[config.mk]
export PLATFORM = sky130hd
export DESIGN_NAME = ttcs_top
export DESIGN_NICKNAME = d
export VERILOG_FILES = /design/src/hdl/ttcs_pkg.sv /design/src/hdl/ttcs_status_flag.sv /design/src/hdl/ttcs_burst_timer.sv /design/src/hdl/ttcs_top.sv
export SDC_FILE = /design/constraint.sdc
export NUM_CORES = 1
export LEC_CHECK = 0
export BUFFER_PORTS_ARGS = -buffer_cell sky130_fd_sc_hd__buf_2
export CAP_MARGIN = 20
export CORE_MARGIN = 4
export CORE_UTILIZATION = 60
export DETAILED_ROUTE_END_ITERATION = 10
export GPL_TIMING_DRIVEN = 0
export PLACE_DENSITY = 0.8
export SLEW_MARGIN = 0
export SYNTH_ARGS = -nofsm -noshare
export SYNTH_HDL_FRONTEND = slang
export SYNTH_SLANG_ARGS = --single-unit
[constraint.sdc]
create_clock -name clk -period 4.52 [get_ports clk]
set_clock_uncertainty 0.05 [all_clocks]
set_input_delay 0.678 -clock clk [delete_from_list [all_inputs] [get_ports clk]]
set_output_delay 0.678 -clock clk [all_outputs]
set_load 0.05 [all_outputs]
[src/hdl/ttcs_pkg.sv]
/*
  Constants of the tone transceiver control and status block: register
  select codes, control and status bit positions, reset values and burst
  timing. Assumes a single 125 MHz clock.
*/
`default_nettype none

package ttcs_pkg;

  // Register select line and read/write line codes
  localparam logic       SEL_DATA     = 1'h0;
  localparam logic       SEL_CONTROL  = 1'h1;
  localparam logic       DIR_WRITE    = 1'h0;
  localparam logic       DIR_READ     = 1'h1;

  // Primary control bit positions
  localparam int         PC_TONE_OUT  = 0;
  localparam int         PC_FILTER    = 1;
  localparam int         PC_IRQ_EN    = 2;
  localparam int         PC_REDIRECT  = 3;

  // Secondary control bit positions
  localparam int         SC_BURST_OFF = 0;
  localparam int         SC_DIAG      = 1;
  localparam int         SC_SINGLE    = 2;
  localparam int         SC_COLUMN    = 3;

  // Status bit positions
  localparam int         ST_IRQ       = 0;
  localparam int         ST_TX_EMPTY  = 1;
  localparam int         ST_RX_FULL   = 2;
  localparam int         ST_STEER     = 3;

  // Reset values
  localparam logic [3:0] CTRL_RESET   = 4'h0;
  localparam logic [3:0] DATA_RESET   = 4'h0;

  // Burst and pause duration in normal tone mode: half of the doubled 102 ms
  localparam int         CLK_FREQ_HZ  = 125_000_000;
  localparam int         BURST_TIME_US = 51_000;
  localparam int         BURST_CYCLES_DFLT = BURST_TIME_US * (CLK_FREQ_HZ / 1_000_000);

endpackage : ttcs_pkg

`default_nettype wire

[src/hdl/ttcs_status_flag.sv]
/*
  One sticky status flag that clears on a completed status read.
  Assumes snap marks the start of a status read and clr its completion.
*/
`timescale 1ns/100ps
`default_nettype none

module ttcs_status_flag (
  input  wire logic clk,
  input  wire logic reset,
  input  wire logic set,
  input  wire logic snap,
  input  wire logic clr,
  input  wire logic hold,
  output var  logic q
);

  logic fresh;

  // Set wins over clear; an event after the snapshot survives the clear
  always_ff @(posedge clk) begin
    if (reset) begin
      q     <= 1'b0;
      fresh <= 1'b0;
    end else begin
      if (hold)
        q <= 1'b0;
      else if (set)
        q <= 1'b1;
      else if (clr)
        q <= fresh;
      if (hold)
        fresh <= 1'b0;
      else if (set)
        fresh <= 1'b1;
      else if (snap || clr)
        fresh <= 1'b0;
    end
  end

endmodule // ttcs_status_flag

`default_nettype wire

[src/hdl/ttcs_burst_timer.sv]
/*
  Tone burst sequencer: a burst of fixed length, then a pause of the same
  length, then a one-cycle done pulse. Assumes start arrives only in burst mode.
*/
`timescale 1ns/100ps
`default_nettype none

module ttcs_burst_timer
  import ttcs_pkg::*;
#(
  parameter int CYCLES = BURST_CYCLES_DFLT
) (
  input  wire logic clk,
  input  wire logic reset,
  input  wire logic start,
  input  wire logic double_len,
  output var  logic tone_phase,
  output var  logic busy,
  output var  logic done
);

  localparam int CW = $clog2(2 * CYCLES + 1);

  generate
    if (CYCLES < 1) begin : g_bad_len
      $error("burst length must be at least one cycle");
    end
  endgenerate

  typedef enum logic [2:0] {
    TTCS_IDLE  = 3'b001,
    TTCS_TONE  = 3'b010,
    TTCS_PAUSE = 3'b100
  } ttcs_burst_e;

  ttcs_burst_e   state;
  logic [CW-1:0] cnt;
  wire  [CW-1:0] len_short = CW'(CYCLES - 1);
  wire  [CW-1:0] len_long  = CW'(2 * CYCLES - 1);
  wire  [CW-1:0] len       = double_len ? len_long : len_short;
  wire           cnt_zero  = (cnt == '0);

  assign tone_phase = (state == TTCS_TONE);
  assign busy       = (state != TTCS_IDLE);

  // Burst, then equal pause, then done; writes while busy are ignored
  always_ff @(posedge clk) begin
    if (reset) begin
      state <= TTCS_IDLE;
      cnt   <= '0;
      done  <= 1'b0;
    end else begin
      done <= 1'b0;
      case (state)
        TTCS_IDLE: if (start) begin
          state <= TTCS_TONE;
          cnt   <= len;
        end
        TTCS_TONE: if (cnt_zero) begin
          state <= TTCS_PAUSE;
          cnt   <= len;
        end else begin
          cnt <= cnt - 1'b1;
        end
        TTCS_PAUSE: if (cnt_zero) begin
          state <= TTCS_IDLE;
          done  <= 1'b1;
        end else begin
          cnt <= cnt - 1'b1;
        end
        default: state <= TTCS_IDLE;
      endcase
    end
  end

endmodule // ttcs_burst_timer

`default_nettype wire

[src/hdl/ttcs_top.sv]
/*
  Host-visible control and status logic of a dual-tone signalling
  transceiver: the parallel register port, both control registers, the
  status register and the shared event pin. Assumes the bus pins are
  asynchronous to clk and the receiver signals come from logic on clk.
*/
`timescale 1ns/100ps
`default_nettype none

// What this block does
// - Burst mode: fixed burst, equal pause
// - After pause: set empty flag, interrupt
// - Filter mode doubles burst and pause
// - Non-burst: tone follows host enable
// - Diagnostic mode: inverted steering on pin
// - Bit 2 picks dual or single tone
// - Bit 3 picks row or column tone in single tone mode
// - Interrupt flag follows empty or full
// - Empty flag: pause end, read, non-burst
// - Full flag set by valid received data
// - Steering flag tracks tone absence, no read-clear
// - Select and direction lines pick register
// - Redirect bit sends next write secondary
// - Pin low on receive or transmit ready if enabled, outside filter and diagnostic modes
module ttcs_top
  import ttcs_pkg::*;
#(
  parameter int BURST_CYCLES = BURST_CYCLES_DFLT
) (
  input  wire logic       clk,
  input  wire logic       reset,
  input  wire logic       chip_select_n,
  input  wire logic       register_select_line,
  input  wire logic       read_write,
  input  wire logic [3:0] data_in,
  output var  logic [3:0] data_out,
  output var  logic       data_out_enable_n,
  input  wire logic       rx_valid,
  input  wire logic [3:0] rx_code,
  input  wire logic       rx_steer_delayed,
  input  wire logic       call_progress_tone,
  output var  logic       event_tone_pin_out,
  output var  logic       event_tone_pin_oe_n,
  output var  logic       tone_on,
  output var  logic [3:0] tx_code,
  output var  logic       filter_mode_select,
  output var  logic       single_tone_select,
  output var  logic       high_group_select
);

  // Bus pin synchronisers: chip select, select, direction, data
  logic [6:0] bus_s1;
  logic [6:0] bus_s2;
  logic       cs_prev;

  always_ff @(posedge clk) begin
    if (reset) begin
      bus_s1  <= 7'h7F;
      bus_s2  <= 7'h7F;
      cs_prev <= 1'b1;
    end else begin
      bus_s1  <= {chip_select_n, register_select_line, read_write, data_in};
      bus_s2  <= bus_s1;
      cs_prev <= bus_s2[6];
    end
  end

  wire       cs_n_s  = bus_s2[6];
  wire       rs_s    = bus_s2[5];
  wire       rw_s    = bus_s2[4];
  wire [3:0] data_s  = bus_s2[3:0];
  wire       acc_beg = !cs_n_s && cs_prev;   // Cycle opens
  wire       acc_end = cs_n_s && !cs_prev;   // Cycle completes

  // Access attributes held for the whole cycle
  logic       acc_rs;
  logic       acc_rw;
  logic       acc_on;
  logic [3:0] wr_data;

  always_ff @(posedge clk) begin
    if (reset) begin
      acc_rs  <= SEL_DATA;
      acc_rw  <= DIR_READ;
      acc_on  <= 1'b0;
      wr_data <= DATA_RESET;
    end else begin
      if (acc_beg) begin
        acc_rs <= rs_s;
        acc_rw <= rw_s;
      end
      acc_on <= !cs_n_s;
      if (!cs_n_s)
        wr_data <= data_s;    // Last value seen while selected
    end
  end

  // Register decode; writes act at cycle end so data has settled
  wire wr_tx     = acc_end && acc_rs == SEL_DATA && acc_rw == DIR_WRITE;
  wire wr_ctl    = acc_end && acc_rs == SEL_CONTROL && acc_rw == DIR_WRITE;
  wire rd_rx_beg = acc_beg && rs_s == SEL_DATA && rw_s == DIR_READ;
  wire rd_st_beg = acc_beg && rs_s == SEL_CONTROL && rw_s == DIR_READ;
  wire rd_st_end = acc_end && acc_rs == SEL_CONTROL && acc_rw == DIR_READ;

  // Control registers sharing one address
  logic [3:0] primary_control;
  logic [3:0] secondary_control;
  logic       redirect_pend;

  always_ff @(posedge clk) begin
    if (reset) begin
      primary_control   <= CTRL_RESET;
      secondary_control <= CTRL_RESET;
      redirect_pend     <= 1'b0;
    end else if (wr_ctl) begin
      if (redirect_pend) begin
        secondary_control <= wr_data;
        redirect_pend     <= 1'b0;
      end else begin
        primary_control <= wr_data;
        redirect_pend   <= wr_data[PC_REDIRECT];
      end
    end
  end

  wire burst_mode = !secondary_control[SC_BURST_OFF];
  wire cp_mode    = primary_control[PC_FILTER];
  wire irq_en     = primary_control[PC_IRQ_EN];
  wire diag_mode  = secondary_control[SC_DIAG];

  assign filter_mode_select = cp_mode;
  assign single_tone_select = secondary_control[SC_SINGLE];
  assign high_group_select  = secondary_control[SC_SINGLE] && secondary_control[SC_COLUMN];

  // Transmit code; writes land even while a burst runs, timing is not restarted
  always_ff @(posedge clk) begin
    if (reset)
      tx_code <= DATA_RESET;
    else if (wr_tx)
      tx_code <= wr_data;
  end

  // Burst sequencing
  logic tmr_tone;
  logic tmr_busy;
  logic tmr_done;

  ttcs_burst_timer #(
    .CYCLES(BURST_CYCLES)
  ) u_burst (
    .clk       (clk),
    .reset     (reset),
    .start     (wr_tx && burst_mode),
    .double_len(cp_mode),
    .tone_phase(tmr_tone),
    .busy      (tmr_busy),
    .done      (tmr_done)
  );

  // Tone output: timed in burst mode, host-held otherwise
  wire next_tone_on = primary_control[PC_TONE_OUT] && (burst_mode ? tmr_tone : 1'b1);

  always_ff @(posedge clk) begin
    if (reset)
      tone_on <= 1'b0;
    else
      tone_on <= next_tone_on;
  end

  // Status flags; a flag cleared by a read only clears once the read ends
  logic stat_irq;
  logic stat_txe;
  logic stat_rxf;
  logic stat_steer;
  logic steer_prev;
  wire  txe_set = tmr_done && burst_mode;

  ttcs_status_flag u_flag_txe (
    .clk  (clk),
    .reset(reset),
    .set  (txe_set),
    .snap (rd_st_beg),
    .clr  (rd_st_end),
    .hold (!burst_mode),
    .q    (stat_txe)
  );

  ttcs_status_flag u_flag_rxf (
    .clk  (clk),
    .reset(reset),
    .set  (rx_valid),
    .snap (rd_st_beg),
    .clr  (rd_st_end),
    .hold (1'b0),
    .q    (stat_rxf)
  );

  ttcs_status_flag u_flag_irq (
    .clk  (clk),
    .reset(reset),
    .set  (txe_set || rx_valid),
    .snap (rd_st_beg),
    .clr  (rd_st_end),
    .hold (1'b0),
    .q    (stat_irq)
  );

  // Steering flag follows edges only, so a status read leaves it alone
  always_ff @(posedge clk) begin
    if (reset) begin
      stat_steer <= 1'b0;
      steer_prev <= 1'b0;
    end else begin
      steer_prev <= rx_steer_delayed;
      if (!rx_steer_delayed && steer_prev)
        stat_steer <= 1'b1;
      else if (rx_steer_delayed && !steer_prev)
        stat_steer <= 1'b0;
    end
  end

  // Receive data register
  logic [3:0] rx_data;

  always_ff @(posedge clk) begin
    if (reset)
      rx_data <= DATA_RESET;
    else if (rx_valid)
      rx_data <= rx_code;
  end

  // Read data captured at cycle start, driven while a read is open
  wire [3:0] status_word = {stat_steer, stat_rxf, stat_txe, stat_irq};

  always_ff @(posedge clk) begin
    if (reset)
      data_out <= DATA_RESET;
    else if (rd_st_beg)
      data_out <= status_word;
    else if (rd_rx_beg)
      data_out <= rx_data;
  end

  assign data_out_enable_n = !(acc_on && acc_rw == DIR_READ);

  // Event pin: diagnostic steering, call progress wave, or interrupt
  wire next_pin_drive = diag_mode ? rx_steer_delayed :
                        !irq_en   ? 1'b0 :
                        cp_mode   ? !call_progress_tone : stat_irq;
  logic pin_drive;

  always_ff @(posedge clk) begin
    if (reset)
      pin_drive <= 1'b0;
    else
      pin_drive <= next_pin_drive;
  end

  // Open drain: only ever pulls low
  assign event_tone_pin_out  = 1'b0;
  assign event_tone_pin_oe_n = !pin_drive;
endmodule // ttcs_top

`default_nettype wire

==> flow_metrics.tcl <==
set metrics [dict create \
    vias 2977 \
    dieArea_mm2 0.00723 \
    avgViaCountPerCell 5.77 \
    gp_routability_congestion 0.908 \
    peakVddDrop_mv 0.284 \
    firstDrtPassIters 4 \
    grt_setup_unrepaired "no" \
    p_per_area_mw_per_mm2 337 \
    dp_hpwl_um 5360 \
    crit_required_ns 4.75 \
    cts_made_buffers 9 \
    min_period_over_period_pct 55.3 \
    finalSetupViolCount 0 \
    max-cap-violations 0 \
    cts.sinks 80 \
    clockBufferDepth 2 \
    avgSynthCellArea_um2 8.88 \
    power.total_mw 1.34 \
    synth_cell_types 48 \
    syn_area_mm2 0.00356 \
    post_cts_buffers 0 \
    crit_arrival_ns 2.73 \
    hold_viol 0 \
    cp_slowest_cell "nor4_2" \
    synth-edff-count 0 \
    cts_resized 0 \
    ys_top_cells_by_area "dfxtp_1 (45%), nor2_1 (6.9%), mux2i_1 (6.5%), a21oi_1 (4.8%), nor4_2 (3.5%)" \
    async_flop_share_pct 0 \
    grt_pass1_vias 2830 \
    diodes 0 \
    htree_num_levels 3 \
    grt_pass1_wl_um 12700 \
    num_rows 27 \
    wl_per_cell_um 14.4 \
    postCtsHoldBufs 0 \
    clk_pin_slew_ns 0.09 \
    p_leak_nw 1.56 \
    drt_iter0_drc 264 \
    fill_cells 467 \
    synth_seq_cells 80 \
    grt_max_degree 18 \
    port_buffers 27 \
    crit_path_frequent_cell "nor4_2" \
    finalWirelength_um 7430 \
    grt_overflow 0 \
    ys_seq_area_share_pct 45.0 \
    crit_buf_inv 1 \
    path_cells "nor4_2, nand4_1, o21ai_1, o211a_4, buf_6, a21oi_1, nor4_2" \
    max_freq_mhz 400 \
    finalMaxSlewViolations 0 \
    layout-drive-gt1-share_pct 18.9 \
    die_w_um 85.0 \
    grt_antenna_before_repair 0 \
    cp-start-kind "register" \
    cpLargestDelayFamily "simple AND/OR/NAND/NOR gates" \
    yosysWarningCount 0 \
    clkLatencyLatePin_ns 0.36 \
    critPathKind "reg2reg" \
    final_nets 458 \
    status "finished, final reports clean" \
    core_area_mm2 0.00564 \
    root_buffer "clkbuf_8" \
    tns_ns 0 \
    crit_fanout 10 \
    postSynthCellCount 401 \
    ys.flop_type "dfxtp_1" \
    syn_nets 420 \
    drc_errors 0 \
    io_pins 31 \
    relSlewSlack_pct 53.9 \
    tritoncts "built" \
    die_y_um 85.0 \
    ant_nets 0 \
    tightest_slew_ns 0.686 \
    hold_class "reg2reg" \
    synth_top_cell_by_area "dfxtp_1" \
    initial_core_util_pct 63.1 \
    area_delta_synth_final_pct 11.8 \
    track_usage_pct 21.7 \
    synth.top_cell.area_share_pct 45.0 \
    slowest_delay_ns 0.54 \
    fin_crit_ns 2.50 \
    critPathCaptureType "register" \
]
## cells in the final DEF (no fill, tap or decap), types with 6 or more instances in the layout
master	count
dfxtp_1	80
nor2_1	65
a21oi_1	34
buf_2	30
nand2_1	27
mux2i_1	23
nor3_1	21
or2_2	14
nand3_1	13
clkbuf_1	12
nor4_2	10
xor2_1	9
clkbuf_8	9
inv_1	8
a211oi_1	8
nor4_1	6
nand2b_1	6
## worst register-to-register path: stages (launching register included)
cell     delay [ns]
dfxtp_1        0.37
nor4_2         0.54
nand4_1        0.42
o21ai_1        0.33
o211a_4        0.25
buf_6          0.15
a21oi_1        0.06
nor4_2         0.27
## worst paths after layout
path | start | endpoint | slack (ns) | cells past startpoint
worst min-delay path | bus_s1[5] | bus_s2[5] | 0.36 | 1
worst min register to register | bus_s1[5] | bus_s2[5] | 0.36 | 1
worst max register to register | u_burst.cnt[10] | u_burst.cnt[23] | 2.02 | 7
worst max-delay path | u_burst.cnt[10] | u_burst.cnt[23] | 2.02 | 7
## metal layers
| layer | global-route usage, % | routed length (um) | up-vias |
|---|---|---|---|
| met2 | 36.0 | 3480 | 85 |
| met3 | 5.44 | 447 | 9 |
| li1 | - | - | 1481 |
| met5 | 0 | 0 | - |
| met1 | 27.9 | 3430 | 1402 |
| met4 | 6.76 | 80 | 0 |
## cell families after synthesis
family	Yosys count	share of synthesized area, %
compound gates	63	11.5
fa+ha+maj	3	1.05
xor+xnor	9	2.21
simple gates	193	29.6
mux	24	6.78
other cells	1	0.105
buf+inv	28	3.79
flops	80	45.0
## area by class of cell
class	instances	area (um2)	share of cell area, %
clock inverter	7	72.6	1.82
tap	72	90.1	2.26
timing repair buffer	27	135	3.39
inverter	8	30.0	0.754
buffer	20	105	2.64
sequential	80	1600	40.2
clock buffer	9	124	3.11
multi-input combinational	293	1820	45.8
## Yosys cell counts (2+ instances only)
cell type and number:
a211oi_1 8, a21oi_1 34, a311oi_1 2, and2_1 4, buf_2 3, buf_6 3
clkbuf_1 12, dfxtp_1 80, ha_1 3, inv_1 8, mux2i_1 23, nand2_1 27
nand2b_1 6, nand3_1 13, nand3b_1 2, nand4_1 5, nor2_1 65, nor2b_1 5
nor3_1 21, nor3b_1 5, nor4_1 6, nor4_2 10, o21a_1 3, o21ai_0 5
or2_2 14, or3_1 3, or3b_2 2, xor2_1 9
## per-stage QoR
| step | instances | cell area, um2 | setup slack (ns) | hold slack, ns | util (%) |
|---|---|---|---|---|---|
| 6_report | 516 | 3980 | 2.02 | 0.361 | 70.6 |
| 5_1_grt | 516 | 3980 | 1.85 | 0.375 | 70.6 |
| 2_1_floorplan | 401 | 3560 | 2.38 | 0.339 | - |
| 4_1_cts | 516 | 3980 | 2.08 | 0.366 | 70.6 |
| 3_5_place_dp | 500 | 3790 | 2.13 | 0.343 | 67.1 |
| 3_3_place_gp | 500 | 3790 | 2.14 | 0.343 | 67.1 |
## state kept, by name (all words and copies together) (netlist names), 3 cells and up
name               cells
secondary_control      4
tx_code                4
rx_data                4
bus_s2                 7
primary_control        3
data_out               4
u_burst.cnt           24
wr_data                4
u_burst.state          3
bus_s1                 7
## report_power, final
group | internal (mW) | total, mW | switching (mW)
clock network | 0.217 | 0.512 | 0.295
registers | 0.722 | 0.733 | 0.0108
logic | 0.0364 | 0.0976 | 0.0612
total | 0.976 | 1.34 | 0.367
Power figures use the tool's default switching activity.
